===== config.mk =====
export PLATFORM = sky130hd
export DESIGN_NAME = enc_path_setup
export DESIGN_NICKNAME = d
export VERILOG_FILES = /design/src/design/enc_setup_pkg.sv /design/src/design/pcm_buf_if.sv /design/src/design/pcm_word_buffer.sv /design/src/design/enc_path_setup.sv
export VERILOG_INCLUDE_DIRS = /design/src /design/src/design
export SDC_FILE = /design/constraint.sdc
export NUM_CORES = 1
export LEC_CHECK = 0
export BUFFER_PORTS_ARGS = -buffer_cell sky130_fd_sc_hd__buf_2
export CAP_MARGIN = 15
export CELL_PAD_IN_SITES_DETAIL_PLACEMENT = 0
export CELL_PAD_IN_SITES_GLOBAL_PLACEMENT = 1
export CORE_MARGIN = 5
export CORE_UTILIZATION = 45
export CTS_CLUSTER_SIZE = 10
export DETAILED_ROUTE_END_ITERATION = 10
export PLACE_DENSITY_LB_ADDON = 0.05
export SLEW_MARGIN = 10
export SYNTH_ARGS = -nofsm -noshare
export SYNTH_HDL_FRONTEND = slang
export SYNTH_SLANG_ARGS = --single-unit

===== constraint.sdc =====
create_clock -name mclk -period 12.2 [get_ports mclk]
set_input_delay 2.44 -clock mclk [delete_from_list [all_inputs] [get_ports mclk]]
set_output_delay 2.44 -clock mclk [all_outputs]
set_load 0.1 [all_outputs]

===== src/design/enc_setup_params.svh =====
// offsets, field positions, reset value and timing counts for the
// encoder path setup block; included by the word buffer and setup design files
`ifndef ENC_SETUP_PARAMS_SVH
`define ENC_SETUP_PARAMS_SVH

`define REG_PATH_SETUP   8'hE0
`define REG_DAC_IN       8'hE7
`define REG_DELTA_IN     8'hE8

`define PATH_SETUP_RST   16'h0000

`define F_DECIM          15
`define F_PCM_HI         14
`define F_PCM_LO         13
`define F_LOOP_HI        12
`define F_LOOP_LO        11
`define F_LDO_HI         10
`define F_LDO_LO         9
`define F_IDLE           8
`define F_DECAY_HI       7
`define F_DECAY_LO       5
`define F_ATK_HI         4
`define F_ATK_LO         3
`define F_VOUT_HI        2
`define F_VOUT_LO        1
`define F_OVERRIDE       0

// decay base of 128 bit periods is 128/(rate in kbps) ms
`define DECAY_BASE_BITS  15'h0080
`define ATTACK_MIN_SHIFT 3'h2
`define BYTE_TOP_BIT     3'h7
`define PBUF_FULL        2'h2

`endif


===== src/design/enc_setup_pkg.sv =====
// types shared by the encoder path setup block and its word buffer
// assumes enc_setup_params.svh is on the include path
`default_nettype none

package enc_setup_pkg;

   typedef logic [15:0] word_t;
   typedef logic [14:0] tc_t;

   typedef enum logic [1:0] {
      LOOP_FROM_CMP  = 2'h0,
      LOOP_FROM_HOST = 2'h1,
      LOOP_FROM_FB0  = 2'h2,
      LOOP_FROM_FB1  = 2'h3
   } loop_src_e;

   typedef enum logic [1:0] {
      LDO_EST    = 2'h0,
      LDO_SUM    = 2'h1,
      LDO_DIRECT = 2'h2,
      LDO_INTERP = 2'h3
   } ldo_sel_e;

   typedef enum logic [1:0] {
      VOICE_DETECT = 2'h0,
      VOICE_BITS   = 2'h1,
      VOICE_LOW    = 2'h2,
      VOICE_HIGH   = 2'h3
   } voice_src_e;

endpackage : enc_setup_pkg

`default_nettype wire


===== src/design/pcm_buf_if.sv =====
// valid/ready carrier between the setup block and its word buffer
// assumes both ends run on the same clock
`default_nettype none

interface pcm_buf_if;
   import enc_setup_pkg::*;

   word_t in_data;
   logic  in_valid;
   logic  in_ready;
   word_t out_data;
   logic  out_valid;
   logic  out_ready;

   modport buffer (
      input  in_data,
      input  in_valid,
      output in_ready,
      output out_data,
      output out_valid,
      input  out_ready
   );

   modport user (
      output in_data,
      output in_valid,
      input  in_ready,
      input  out_data,
      input  out_valid,
      output out_ready
   );

endinterface : pcm_buf_if

`default_nettype wire


===== src/design/pcm_word_buffer.sv =====
// two-entry word buffer in front of the interpolating filter
// assumes mclk domain on both sides
`default_nettype none
`include "enc_setup_params.svh"

module pcm_word_buffer
   import enc_setup_pkg::*;
(
   input  wire logic        mclk,
   input  wire logic        rst,
   pcm_buf_if.buffer        bus
);

   word_t      mem_r [2];
   logic       wr_ptr_r;
   logic       rd_ptr_r;
   logic [1:0] count_r;
   logic       push;
   logic       pop;

   assign bus.in_ready  = (count_r != `PBUF_FULL);
   assign bus.out_valid = (count_r != 2'h0);
   assign bus.out_data  = mem_r[rd_ptr_r];
   assign push          = bus.in_valid & bus.in_ready;
   assign pop           = bus.out_valid & bus.out_ready;

   always_ff @(posedge mclk or posedge rst) begin
      if (rst) begin
         mem_r[0] <= 16'h0000;
         mem_r[1] <= 16'h0000;
      end else if (push) begin
         mem_r[wr_ptr_r] <= bus.in_data;
      end
   end

   always_ff @(posedge mclk or posedge rst) begin
      if (rst) begin
         wr_ptr_r <= 1'h0;
         rd_ptr_r <= 1'h0;
      end else begin
         if (push) begin
            wr_ptr_r <= ~wr_ptr_r;
         end
         if (pop) begin
            rd_ptr_r <= ~rd_ptr_r;
         end
      end
   end

   always_ff @(posedge mclk or posedge rst) begin
      if (rst) begin
         count_r <= 2'h0;
      end else if (push && !pop) begin
         count_r <= count_r + 2'h1;
      end else if (pop && !push) begin
         count_r <= count_r - 2'h1;
      end
   end
endmodule : pcm_word_buffer

`default_nettype wire


===== src/design/enc_path_setup.sv =====
// encoder mode and setup word: decode and datapath steering
// assumes register port, engine strobes and filter words on mclk;
// only the comparator pin comes from outside the clock domain
//
// Notes on behaviour
// - bit 14 low: decimate estimator into output
// - select 10: interpolate words from burst receive
// - select 11: interpolate words host writes
// - interpolating transcodes to delta, decimating from it
// - loop select 00: comparator feeds the encoder
// - loop select 01: host bits, loop opened
// - loop bit 12 set: transcode feedback input
// - output select 00: estimator alone
// - output select 01: estimator plus interpolator
// - select 10 direct test, 11 interpolated words
// - idle enhance bit enables offset tracking
// - decay is 128 periods doubled per code
// - attack is decay over 4, 8, 16, 32
// - voice pin: detect, bits, low, high
// - bit 0 outputs host byte bits instead
// - bit 15 decimates by four, else eight
`default_nettype none
`include "enc_setup_params.svh"

module enc_path_setup
   import enc_setup_pkg::*;
(
   input  wire logic        mclk,
   input  wire logic        rst,
   input  wire logic [7:0]  reg_addr,
   input  wire logic        reg_wr,
   input  wire logic        reg_rd,
   input  wire logic [15:0] reg_wdata,
   output logic      [15:0] reg_rdata_r,
   input  wire logic        bit_tick,
   input  wire logic        comparator_in,
   input  wire logic        feedback_bit,
   input  wire logic        encoded_bit,
   input  wire logic        voice_detect,
   input  wire logic [15:0] est_word,
   input  wire logic [15:0] interp_word,
   input  wire logic [15:0] rx_pcm_word,
   input  wire logic        rx_pcm_valid,
   output logic             rx_pcm_ready_r,
   input  wire logic        interp_req,
   output logic      [15:0] interp_pcm_word_r,
   output logic             interp_pcm_valid_r,
   output logic             pcm_decimate_r,
   output logic             decim_by4_r,
   output logic             pcm_to_delta_r,
   output logic             delta_to_pcm_r,
   output logic             loop_open_r,
   output logic             loop_bit_r,
   output logic      [15:0] local_dec_word_r,
   output logic             direct_test_r,
   output logic             offset_track_en_r,
   output logic      [14:0] decay_bits_r,
   output logic      [14:0] attack_bits_r,
   output logic             voice_pin_r,
   output logic             delta_out_r
);

   word_t      setup_r;
   word_t      dac_word_r;
   logic [7:0] delta_byte_r;
   logic [2:0] bit_idx_r;
   logic       cmp_s1_r;
   logic       cmp_s2_r;
   logic       wr_setup;
   logic       wr_dac;
   logic       wr_delta;
   logic       burst_sel;
   logic       host_sel;
   logic       rx_ready_nxt;
   loop_src_e  loop_src;
   ldo_sel_e   ldo_sel;
   voice_src_e voice_src;
   tc_t        decay_nxt;
   tc_t        attack_nxt;
   word_t      ldo_nxt;

   pcm_buf_if pbuf ();

   function automatic logic byte_bit(input logic [7:0] b, input logic [2:0] i);
      byte_bit = b[i];
   endfunction : byte_bit

   pcm_word_buffer u_buf (
      .mclk (mclk),
      .rst  (rst),
      .bus  (pbuf)
   );

   // register decode
   always_comb begin
      wr_setup = 1'h0;
      wr_dac   = 1'h0;
      wr_delta = 1'h0;
      if (reg_addr == `REG_PATH_SETUP) begin
         wr_setup = reg_wr;
      end else if (reg_addr == `REG_DAC_IN) begin
         wr_dac = reg_wr;
      end else if (reg_addr == `REG_DELTA_IN) begin
         wr_delta = reg_wr;
      end
   end

   always_ff @(posedge mclk or posedge rst) begin
      if (rst) begin
         setup_r <= `PATH_SETUP_RST;
      end else if (wr_setup) begin
         setup_r <= reg_wdata;
      end
   end

   always_ff @(posedge mclk or posedge rst) begin
      if (rst) begin
         reg_rdata_r <= 16'h0000;
      end else if (reg_rd) begin
         if (reg_addr == `REG_PATH_SETUP) begin
            reg_rdata_r <= setup_r;
         end else if (reg_addr == `REG_DELTA_IN) begin
            reg_rdata_r <= {8'h00, delta_byte_r};
         end else begin
            reg_rdata_r <= 16'h0000;
         end
      end
   end

   // direct test word and host bit byte
   always_ff @(posedge mclk or posedge rst) begin
      if (rst) begin
         dac_word_r <= 16'h0000;
      end else if (wr_dac) begin
         dac_word_r <= reg_wdata;
      end
   end

   always_ff @(posedge mclk or posedge rst) begin
      if (rst) begin
         delta_byte_r <= 8'h00;
      end else if (wr_delta) begin
         delta_byte_r <= reg_wdata[7:0];
      end
   end

   // msb first so 55 hex leaves as 0101...; byte repeats until rewritten
   always_ff @(posedge mclk or posedge rst) begin
      if (rst) begin
         bit_idx_r <= `BYTE_TOP_BIT;
      end else if (wr_delta) begin
         bit_idx_r <= `BYTE_TOP_BIT;
      end else if (bit_tick) begin
         bit_idx_r <= bit_idx_r - 3'h1;
      end
   end

   always_ff @(posedge mclk or posedge rst) begin
      if (rst) begin
         cmp_s1_r <= 1'h0;
         cmp_s2_r <= 1'h0;
      end else begin
         cmp_s1_r <= comparator_in;
         cmp_s2_r <= cmp_s1_r;
      end
   end

   // field views
   assign burst_sel = setup_r[`F_PCM_HI] & ~setup_r[`F_PCM_LO];
   assign host_sel  = setup_r[`F_PCM_HI] & setup_r[`F_PCM_LO];
   assign loop_src  = loop_src_e'(setup_r[`F_LOOP_HI:`F_LOOP_LO]);
   assign ldo_sel   = ldo_sel_e'(setup_r[`F_LDO_HI:`F_LDO_LO]);
   assign voice_src = voice_src_e'(setup_r[`F_VOUT_HI:`F_VOUT_LO]);

   // interpolator input path; a host word written while full is dropped
   always_comb begin
      pbuf.in_valid  = 1'h0;
      pbuf.in_data   = rx_pcm_word;
      pbuf.out_ready = interp_req & setup_r[`F_PCM_HI];
      if (burst_sel) begin
         pbuf.in_valid = rx_pcm_valid & rx_pcm_ready_r;
      end else if (host_sel) begin
         pbuf.in_valid = wr_dac;
         pbuf.in_data  = reg_wdata;
      end
   end

   // ready drops for a cycle after each push: costs rate, never a word
   assign rx_ready_nxt = burst_sel & pbuf.in_ready & ~pbuf.in_valid;

   always_ff @(posedge mclk or posedge rst) begin
      if (rst) begin
         rx_pcm_ready_r <= 1'h0;
      end else begin
         rx_pcm_ready_r <= rx_ready_nxt;
      end
   end

   always_ff @(posedge mclk or posedge rst) begin
      if (rst) begin
         interp_pcm_word_r  <= 16'h0000;
         interp_pcm_valid_r <= 1'h0;
      end else begin
         interp_pcm_valid_r <= pbuf.out_valid & pbuf.out_ready;
         if (pbuf.out_valid && pbuf.out_ready) begin
            interp_pcm_word_r <= pbuf.out_data;
         end
      end
   end

   // filter direction and mode flags
   always_ff @(posedge mclk or posedge rst) begin
      if (rst) begin
         pcm_decimate_r    <= 1'h1;
         decim_by4_r       <= 1'h0;
         pcm_to_delta_r    <= 1'h0;
         delta_to_pcm_r    <= 1'h1;
         loop_open_r       <= 1'h0;
         direct_test_r     <= 1'h0;
         offset_track_en_r <= 1'h0;
      end else begin
         pcm_decimate_r    <= ~setup_r[`F_PCM_HI];
         decim_by4_r       <= setup_r[`F_DECIM];
         pcm_to_delta_r    <= setup_r[`F_PCM_HI];
         delta_to_pcm_r    <= ~setup_r[`F_PCM_HI];
         loop_open_r       <= (loop_src == LOOP_FROM_HOST);
         direct_test_r     <= (ldo_sel == LDO_DIRECT);
         offset_track_en_r <= setup_r[`F_IDLE];
      end
   end

   // time constants in bit periods
   always_comb begin
      decay_nxt  = `DECAY_BASE_BITS << setup_r[`F_DECAY_HI:`F_DECAY_LO];
      attack_nxt = decay_nxt >> (`ATTACK_MIN_SHIFT + {1'h0, setup_r[`F_ATK_HI:`F_ATK_LO]});
   end

   always_ff @(posedge mclk or posedge rst) begin
      if (rst) begin
         decay_bits_r  <= `DECAY_BASE_BITS;
         attack_bits_r <= `DECAY_BASE_BITS >> `ATTACK_MIN_SHIFT;
      end else begin
         decay_bits_r  <= decay_nxt;
         attack_bits_r <= attack_nxt;
      end
   end

   // encoder loop input, one bit per tick
   always_ff @(posedge mclk or posedge rst) begin
      if (rst) begin
         loop_bit_r <= 1'h0;
      end else if (bit_tick) begin
         case (loop_src)
            LOOP_FROM_CMP: begin
               loop_bit_r <= cmp_s2_r;
            end
            LOOP_FROM_HOST: begin
               loop_bit_r <= byte_bit(delta_byte_r, bit_idx_r);
            end
            default: begin
               loop_bit_r <= feedback_bit;
            end
         endcase
      end
   end

   always_ff @(posedge mclk or posedge rst) begin
      if (rst) begin
         delta_out_r <= 1'h0;
      end else if (bit_tick) begin
         if (setup_r[`F_OVERRIDE]) begin
            delta_out_r <= byte_bit(delta_byte_r, bit_idx_r);
         end else begin
            delta_out_r <= encoded_bit;
         end
      end
   end

   // local decoder output; the sum wraps at 16 bits
   always_comb begin
      case (ldo_sel)
         LDO_EST: begin
            ldo_nxt = est_word;
         end
         LDO_SUM: begin
            ldo_nxt = est_word + interp_word;
         end
         LDO_DIRECT: begin
            ldo_nxt = dac_word_r;
         end
         default: begin
            ldo_nxt = interp_word;
         end
      endcase
   end

   always_ff @(posedge mclk or posedge rst) begin
      if (rst) begin
         local_dec_word_r <= 16'h0000;
      end else begin
         local_dec_word_r <= ldo_nxt;
      end
   end

   always_ff @(posedge mclk or posedge rst) begin
      if (rst) begin
         voice_pin_r <= 1'h0;
      end else begin
         case (voice_src)
            VOICE_DETECT: begin
               voice_pin_r <= voice_detect;
            end
            VOICE_BITS: begin
               voice_pin_r <= delta_out_r;
            end
            VOICE_LOW: begin
               voice_pin_r <= 1'h0;
            end
            default: begin
               voice_pin_r <= 1'h1;
            end
         endcase
      end
   end
endmodule : enc_path_setup

`default_nettype wire


==> results.yml, run 1 <==
worst_setup_path:
  critical_path.max_fanout: 4
  critical_path.top_delay_family: "compound AO/OA/AOI/OAI gates"
  cp-end-kind: "register"
  timing_worst_setup_path_type: "input pin to register"
  startpoint_type: "input pin"
  worstPathBufferInverterCount: 2
  crit_path_max_incr_delay_ns: 0.45
  crit_path_cell_trace: "buf_2 > ha_1 > inv_1 > fa_1 > nor2b_1 > o211ai_2 > a31oi_1 > a31oi_1 > xnor2_1 > mux4_2"
  path_common_cell: "sky130_fd_sc_hd__a31oi_1"
  critical_path.slowest_cell: "sky130_fd_sc_hd__mux4_2"
  cp_data_required_time_ns: 12.49
  crit_arrival_ns: 4.67
route:
  detailedRoute.firstPassIterationCount: 4
  route.detailed.drc: 0
  ant_nets: 0
  avgViaCountPerCell: 5.08
  drt_iter0_markers: 202
  dr_vias: 5248
  avgRoutedWirePerCell_um: 17.6
  drt_wl_total_mm: 18.2
clock_network:
  post_cts_resized: 0
  worst_skew_pair.late_latency_ns: 0.42
  ctsLongestPathBuffers: 2
  tritoncts_clock_tree: "done"
  postCtsHoldBufs: 0
  cts.root.buffer_cell: "sky130_fd_sc_hd__clkbuf_16"
  tritoncts.num_buffers: 17
  tritoncts_num_sinks: 159
  clk_pin_slew_ns: 0.06
  number_of_buffers_inserted_to_repair_setup_after_cts: 0
  cts_max_level: 4
yosys:
  synth-compound-area-share: 0.105
  simple_gate_share_of_the_synthesized_area: 0.0948
  synth_cell_type_count: 57
  synth_flop_cell: "sky130_fd_sc_hd__dfrtp_1"
  yosysSeqAreaShare: 0.537
  synth_top_family_by_area: "multiplexers"
  synth.mux.area_fraction: 0.161
  synth_cells: 650
  yosysWarningCount: 0
  synthXorXnorAreaFrac: 0.0248
  mapped_cell_area_sq_um: 7420
  yosys.area_share.adder: 0.0314
  synth.avg_cell_area_sq_um: 11.4
  asyncSetResetFlopFracSynth: 1.00
  postSynthRegisterBits: 159
  synth_enable_flop_cells: 0
layout:
  syn2layout_area_growth_pct: 22.3
  layout.cells.most_common_list: "161 x sky130_fd_sc_hd__buf_2, 153 x sky130_fd_sc_hd__dfrtp_1, 63 x sky130_fd_sc_hd__nand2_1"
  total_non_filler_cell_area_in_the_finished_layout_sq_um: 9080
  nNetsFinal: 902
  fraction_of_final_layout_cells_with_drive_strength_greater_than_1: 0.330
  final_common_cell: "sky130_fd_sc_hd__buf_2"
  num_antenna_cells: 0
sta:
  rsz0062_at_grt: "false"
  post-route-period-util: 0.359
  hold_viol: 0
  worst_hold_slack_ns: 0.346
  timing.slew.headroom: 0.306
  final_number_of_max_transition_violations: 0
  minimum_period_implied_by_the_final_worst_setup_slack_ns: 4.38
  fmaxAchievable_mhz: 228
  setup_viol: 0
  clock_skew_ns: 0.00869
  totalNegativeSetupSlack_ns: 0
  worst_slew_pin_slew_ns: 1.04
pwr:
  power.net_switching_mw: 0.422
  vdd_ir_drop_max_mv: 0.102
  pwr-share-seq: 0.409
  netSwitchingFraction: 0.289
  power.combinational.fraction: 0.177
  power.static_leakage_nw: 4.55
  power_frac_clock: 0.414
  power_density_nw_per_um2: 161
  finalPower_mw: 1.46
  p_int_mw: 1.04
die:
  num_rows: 47
  starting_density_of_the_core: 0.452
  floorplan.core_area_sq_um: 16400
  dieWidth_um: 138
  die_area_sq_um: 19200
  die_height_um: 138
  design.portCount: 173
grt:
  via_count_of_the_first_global_routing_pass: 5555
  grt_first_pass_wirelength_mm: 29.9
  grt_max_degree: 89
  groute.usage.overall: 0.196
  overflow: 0
  antenna_found_initial: 0
outcome:
  status: "finished, final reports clean"
worst_hold_path:
  min-delay-path-class: "register to register"
placed_design:
  place_hpwl_mm: 13.3
  postPlaceCellArea_sq_um: 8370
  port_buffers: 161
  gp_routability_congestion: 0.800
flow_run:
  max-cap-violations: 0
-- worst register-to-register path, delay by kind of cell (launching register included) --
family / cells / cell delay [ns]
and+or+nand+nor: 4 / 1.50
AOI/OAI and AO/OA: 2 / 0.28
DFF: 1 / 0.46
-- power groups by stage --
stage	logic [mW]	registers [mW]	clock network, mW
floorplan	0.133	0.674	0
global placement	0.254	0.607	0
detailed placement	0.260	0.606	0
CTS	0.260	0.597	0.617
global route	0.278	0.602	0.639
finish	0.259	0.597	0.604
-- metal layers --
layer / track usage / routed length (um) / vias up
met5: 0 / 0 / -
met4: 0.0530 / 229 / 0
met3: 0.0508 / 899 / 17
met2: 0.324 / 8910 / 123
met1: 0.259 / 8210 / 2554
li1: - / - / 2554
-- synthesized netlist by cell type (all sizes together), types with 7 or more instances --
library cell  instances  area [sq um]
nand2b                7          43.8
nand2                64           243
nor2                 45           171
mux2i                37           370
ha                   17           213
mux4                 16           360
nand3                 9          45.0
a22oi                 8          60.1
mux2                 41           462
a21oi                44           235
inv                  26          97.6
nor3                  8          45.0
dfrtp               153          3830
clkbuf               17          63.8
o21ai                52           260
buf                  29           175
xnor2                16           140
-- path summary, 6_finish.rpt --
check                            startpoint                    to  slack [ns]  depth (start not counted)
worst max-delay path            est_word[0]  local_dec_word_r[10]        7.82                         10
max in group asynchronous               rst        delta_to_pcm_r        8.77                          4
worst max register to register  setup_r[14]       u_buf.mem_r[20]        9.81                          6
worst min-delay path               cmp_s1_r              cmp_s2_r        0.35                          0
worst min register to register     cmp_s1_r              cmp_s2_r        0.35                          0
min in group asynchronous               rst      attack_bits_r[2]        2.10                          2
-- flip-flops by register name (all words and copies together) (netlist names), 2 cells and up --
register           count
u_buf.mem_r           32
dac_word_r            16
interp_pcm_word_r     16
local_dec_word_r      16
reg_rdata_r           16
setup_r               16
attack_bits_r         11
decay_bits_r           8
delta_byte_r           8
bit_idx_r              3
u_buf.count_r          2
-- area by class of cell --
cell class | count | area [sq um]
Clock buffer | 21 | 470
Multi-Input combinational cell | 429 | 3140
Timing Repair Buffer | 168 | 891
Fill cell | 1455 | 7330
Tap cell | 220 | 275
Sequential cell | 159 | 3990
Inverter | 26 | 103
Clock inverter | 11 | 209
-- per-stage QoR --
| stage | util | cells | setup WS (ns) |
|---|---|---|---|
| after floorplan | - | 660 | 5.48 |
| after global placement | 0.508 | 1000 | 7.40 |
| after detailed placement | 0.510 | 1001 | 7.38 |
| after CTS | 0.552 | 1033 | 7.83 |
| after global routing | 0.553 | 1034 | 7.67 |
| final | 0.553 | 1034 | 7.82 |
-- logic make-up after synthesis --
logic type	after synthesis
AOI/OAI and AO/OA	130
xor gates and xnor gates	21
adders and majority gates	18
buffers and inverters	72
DFF	159
muxes	94
other	1
and+or+nand+nor	155
No activity file was read; power rests on OpenSTA's default activity.
==> inputs of run 2 (changes only) <==
CORE_UTILIZATION = 38   (was 45)
clock period = 3.7 ns   (was 12.2 ns; I/O delays follow)
==> run 2 against run 1 <==
Non-clock buffer count unchanged. Critical path depth unchanged. Total power grew to 3.2 times the previous value. Clock skew is 0.0011 ns higher. Count of clock-buffer cells in the layout is 3 lower. Worst setup slack got worse by 6.8 ns. Largest cell class unchanged.
==> results.yml, run 2 (synthesized netlist as in run 1, its figures left out) <==
worst_setup_path:
  timing.rr.start: "setup_r[14]"
  cp_data_required_time_ns: 3.99
  critical_path.max_fanout: 4
  startpoint_type: "input pin"
  cp-end-kind: "register"
  rrSetupSlack_ns: 1.17
  regToRegEndpoint: "u_buf.mem_r[29]"
  ff2ff_path_depth: 7
  crit_arrival_ns: 3.00
  timing_worst_setup_path_type: "input pin to register"
clock_network:
  number_of_buffers_inserted_to_repair_setup_after_cts: 0
  post_cts_resized: 0
  cts.root.buffer_cell: "sky130_fd_sc_hd__clkbuf_16"
  tritoncts_num_sinks: 159
  cts_max_level: 4
  tritoncts.num_buffers: 17
  worst_skew_pair.late_latency_ns: 0.42
  postCtsHoldBufs: 0
  ctsLongestPathBuffers: 2
  clk_pin_slew_ns: 0.06
  tritoncts_clock_tree: "done"
pwr:
  vdd_ir_drop_max_mv: 0.321
  power_density_nw_per_um2: 514
  power.static_leakage_nw: 4.49
flow_run:
  max-cap-violations: 0
worst_hold_path:
  holdPathStages: 0
  worstHoldStart: "cmp_s1_r"
  min-delay-path-class: "register to register"
  hold-path-endpoint: "cmp_s2_r"
layout:
  num_antenna_cells: 0
  syn2layout_area_growth_pct: 21.8
  layout.cells.most_common_list: "161 x sky130_fd_sc_hd__buf_2, 153 x sky130_fd_sc_hd__dfrtp_1, 63 x sky130_fd_sc_hd__nand2_1"
  final_common_cell: "sky130_fd_sc_hd__buf_2"
  fraction_of_final_layout_cells_with_drive_strength_greater_than_1: 0.329
  nNetsFinal: 902
  finish.cell_count_without_fillers: 1079
  largest-register: "u_buf.mem_r"
  largest_register_ff_count: 32
outcome:
  status: "finished, final reports clean"
route:
  ant_nets: 0
  route.detailed.drc: 0
  avgRoutedWirePerCell_um: 17.5
  drt_wl_total_mm: 18.9
  avgViaCountPerCell: 4.91
  dr_vias: 5299
  detailedRoute.firstPassIterationCount: 4
  drt_iter0_markers: 195
placed_design:
  port_buffers: 161
  placement.setup.worst_slack_ns: 0.528
  placedCellCount: 1047
  gp_routability_congestion: 0.796
  place_hpwl_mm: 13.7
die:
  floorplan.core_area_sq_um: 19300
  num_rows: 51
  starting_density_of_the_core: 0.384
  design.portCount: 173
  dieWidth_um: 150
  die_height_um: 150
  die_area_sq_um: 22400
sta:
  worst_hold_slack_ns: 0.351
  totalNegativeSetupSlack_ns: 0
  post-route-worst-setup-slack_ns: 0.985
  setup_viol: 0
  rsz0062_at_grt: "false"
  minimum_period_implied_by_the_final_worst_setup_slack_ns: 2.71
  final_number_of_max_transition_violations: 0
  timing.slew.headroom: 0.344
  fmaxAchievable_mhz: 368
  worst_slew_pin_slew_ns: 0.983
  clock_skew_ns: 0.00977
  post-route-period-util: 0.734
  hold_viol: 0
grt:
  antenna_found_initial: 0
  via_count_of_the_first_global_routing_pass: 5424
  groute.usage.overall: 0.173
  grt_max_degree: 160
  overflow: 0
  grt_first_pass_wirelength_mm: 29.9
==> run 2: changes by cell type in the layout (fill, tap and decap cells not counted) <==
cell,before,now
sky130_fd_sc_hd__buf_4,5,6
sky130_fd_sc_hd__clkinvlp_4,0,3
sky130_fd_sc_hd__clkbuf_8,3,0
sky130_fd_sc_hd__inv_6,1,3
sky130_fd_sc_hd__buf_16,1,0
sky130_fd_sc_hd__nand2b_2,1,0
sky130_fd_sc_hd__bufinv_16,6,3
sky130_fd_sc_hd__inv_8,0,1
sky130_fd_sc_hd__clkinv_4,1,4
sky130_fd_sc_hd__nand2b_1,6,7
sky130_fd_sc_hd__clkinv_2,4,1
sky130_fd_sc_hd__nor2_2,0,1
sky130_fd_sc_hd__nor2_4,1,0
==> run 2: critical path, stage by stage <==
cell and delay, ns:
sky130_fd_sc_hd__buf_2 0.09, sky130_fd_sc_hd__ha_1 0.18, sky130_fd_sc_hd__inv_1 0.06, sky130_fd_sc_hd__fa_1 0.40, sky130_fd_sc_hd__nor2b_1 0.22, sky130_fd_sc_hd__o211ai_2 0.12, sky130_fd_sc_hd__a31oi_1 0.44, sky130_fd_sc_hd__a31oi_1 0.17
sky130_fd_sc_hd__xnor2_1 0.15, sky130_fd_sc_hd__mux4_2 0.44
==> run 2: layout make-up <==
class | instances | area [sq um]
Multi-Input combinational cell | 429 | 3130
Clock inverter | 14 | 183
Sequential cell | 159 | 3990
Clock buffer | 18 | 429
Fill cell | 1860 | 10300
Inverter | 26 | 101
Tap cell | 265 | 332
Timing Repair Buffer | 168 | 871
==> run 2: worst max path at each step <==
stage           startpoint              endpoint  slack (ns)  cells after the start
2_1_floorplan          rst     attack_bits_r[10]        0.95                      1
3_3_place_gp   est_word[0]  local_dec_word_r[10]        0.57                     10
3_5_place_dp   est_word[0]  local_dec_word_r[10]        0.53                     10
4_1_cts        est_word[0]  local_dec_word_r[10]        0.97                     10
5_1_grt        est_word[0]  local_dec_word_r[10]        0.83                     10
6_report       est_word[0]  local_dec_word_r[10]        0.99                     10
==> run 2: report_power, final <==
group | leakage [nW] | switching [mW] | internal (mW)
combinational | 2.07 | 0.587 | 0.259
sequential | 2.13 | 0.125 | 1.85
clock | 0.293 | 0.748 | 1.08
==> run 2: per-stage QoR <==
| stage | power, mW | util | area (sq um) |
|---|---|---|---|
| 2_1_floorplan | 2.66 | - | 7460 |
| 3_3_place_gp | 2.85 | 0.436 | 8420 |
| 3_5_place_dp | 2.86 | 0.436 | 8420 |
| 4_1_cts | 4.71 | 0.467 | 9040 |
| 5_1_grt | 4.85 | 0.467 | 9040 |
| 6_report | 4.64 | 0.467 | 9040 |
==> run 2: metal layers <==
metal | global-route usage | vias to the layer above | part of all wire
li1 | - | 2556 | -
met1 | 0.243 | 2584 | 0.45
met2 | 0.271 | 141 | 0.47
met3 | 0.0388 | 18 | 0.064
met4 | 0.0489 | 0 | 0.011
met5 | 0 | - | 0
==> inputs of run 3 (changes only) <==
clock period = 2.3 ns   (was 3.7 ns; I/O delays follow)
==> run 3 against run 2 <==
Sequential share of layout area down 0.99 points. Total power rose by 59%. Die area unchanged. Final cell count is 2.3% higher. Combinational power is 73% higher. Core utilization up 1.1 points. Largest cell class unchanged. Highest routed layer is now met5.
==> results.yml, run 3 (synthesized netlist as in run 1, its figures left out) <==
outcome:
  status: "finished, final reports clean"
worst_setup_path:
  cp-end-kind: "register"
  crit_arrival_ns: 2.46
  critical_path.slowest_cell: "sky130_fd_sc_hd__mux4_2"
  cp_data_required_time_ns: 2.58
  worstPathBufferInverterCount: 2
  critical_path.top_delay_family: "compound AO/OA/AOI/OAI gates"
  startpoint_type: "input pin"
  critical_path.max_fanout: 4
  timing_worst_setup_path_type: "input pin to register"
  rrSetupSlack_ns: 0.45
  crit_path_cell_trace: "buf_2 > ha_1 > inv_1 > fa_2 > nor2b_2 > o211ai_2 > a31oi_2 > a211oi_2 > xnor2_1 > mux4_2"
  crit_path_max_incr_delay_ns: 0.46
sta:
  worst_slew_pin_slew_ns: 0.741
  final_number_of_max_transition_violations: 0
  post-route-worst-setup-slack_ns: 0.122
  post-route-period-util: 0.947
  clock_skew_ns: 0.00745
  setup_viol: 0
  timing.slew.headroom: 0.506
  fmaxAchievable_mhz: 459
  rsz0062_at_grt: "false"
  hold_viol: 0
  minimum_period_implied_by_the_final_worst_setup_slack_ns: 2.18
  totalNegativeSetupSlack_ns: 0
clock_network:
  clk_pin_slew_ns: 0.06
  post_cts_resized: 0
  number_of_buffers_inserted_to_repair_setup_after_cts: 0
  tritoncts.num_buffers: 17
  tritoncts_num_sinks: 159
  ctsLongestPathBuffers: 2
  tritoncts_clock_tree: "done"
  worst_skew_pair.late_latency_ns: 0.41
  cts_max_level: 4
  postCtsHoldBufs: 0
  cts.root.buffer_cell: "sky130_fd_sc_hd__clkbuf_16"
layout:
  nNetsFinal: 927
  layout.core_utilization: 0.478
  final_common_cell: "sky130_fd_sc_hd__buf_2"
  syn2layout_area_growth_pct: 24.6
  layout.cells.most_common_list: "161 x sky130_fd_sc_hd__buf_2, 153 x sky130_fd_sc_hd__dfrtp_1, 63 x sky130_fd_sc_hd__nand2_1"
  finish.cell_count_without_fillers: 1104
  num_antenna_cells: 0
  fraction_of_final_layout_cells_with_drive_strength_greater_than_1: 0.352
  largest_register_ff_count: 32
  largest-register: "u_buf.mem_r"
  filler_cell_count: 1858
placed_design:
  placement.setup.worst_slack_ns: -0.285
  place_hpwl_mm: 14.5
  port_buffers: 161
  gp_routability_congestion: 0.794
  placedCellCount: 1072
die:
  floorplan.core_area_sq_um: 19300
  die_height_um: 150
  die_area_sq_um: 22400
  dieWidth_um: 150
  starting_density_of_the_core: 0.384
  num_rows: 51
  design.portCount: 173
pwr:
  power.net_switching_mw: 2.31
  power_frac_clock: 0.377
  vdd_ir_drop_max_mv: 0.421
  power.combinational.fraction: 0.199
  power.static_leakage_nw: 4.61
  pwr-share-seq: 0.424
  finalPower_mw: 7.38
  power_density_nw_per_um2: 798
  netSwitchingFraction: 0.314
  p_int_mw: 5.06
route:
  drt_iter0_markers: 201
  avgViaCountPerCell: 4.83
  dr_vias: 5330
  route.detailed.drc: 0
  detailedRoute.firstPassIterationCount: 5
  avgRoutedWirePerCell_um: 17.6
  drt_wl_total_mm: 19.5
  ant_nets: 0
grt:
  groute.usage.overall: 0.179
  via_count_of_the_first_global_routing_pass: 5674
  grt_max_degree: 74
  antenna_found_initial: 1
  overflow: 0
  grt_first_pass_wirelength_mm: 30.9
worst_hold_path:
  min-delay-path-class: "input pin to asynchronous set/reset pin"
flow_run:
  max-cap-violations: 0
[run 3: cell types whose count changed in the layout (fill, tap and decap cells not counted), sizes merged]
cell,change
buf,+25
bufinv,-1
clkbuf,+2
clkinvlp,+1
inv,-2
[run 3: cell type report]
cell class | count | area, sq um | share of cell area
Inverter | 26 | 101 | 0.0110
Sequential cell | 159 | 3990 | 0.431
Clock buffer | 20 | 447 | 0.0483
Timing Repair Buffer | 193 | 1100 | 0.119
Tap cell | 265 | 332 | 0.0359
Clock inverter | 12 | 136 | 0.0148
Multi-Input combinational cell | 429 | 3150 | 0.340
[run 3: final timing paths]
kind | startpoint | end | cells past startpoint
setup / recovery | est_word[0] | local_dec_word_r[14] | 10
hold / removal | rst | interp_pcm_word_r[6] | 2
setup reg to reg | bit_idx_r[0] | delta_out_r | 4
hold reg to reg | cmp_s1_r | cmp_s2_r | 0
max in group asynchronous | rst | bit_idx_r[1] | 3
min in group mclk | comparator_in | cmp_s1_r | 1
[run 3: routing by layer]
layer / vias up / wire [um] / GRT usage
li1: 2603 / - / -
met1: 2579 / 8920 / 0.241
met2: 137 / 9430 / 0.292
met3: 9 / 1030 / 0.0451
met4: 2 / 78 / 0.0416
met5: - / 13 / 0
[run 3: power by group through the flow]
stage | Clock [mW] | Sequential (mW) | Combinational (mW)
after floorplan | 0 | 3.57 | 0.709
after global placement | 0 | 3.18 | 1.45
after detailed placement | 0 | 3.18 | 1.48
after CTS | 2.87 | 3.13 | 1.48
after global routing | 3.00 | 3.15 | 1.57
final | 2.78 | 3.13 | 1.46
[run 3: metrics by stage]
step | instance area [sq um] | hold slack, ns
2_1_floorplan | 7470 | 0.331
3_3_place_gp | 8660 | 0.334
3_5_place_dp | 8660 | 0.350
4_1_cts | 9240 | 0.0607
5_1_grt | 9240 | 0.0763
6_report | 9240 | 0.0685
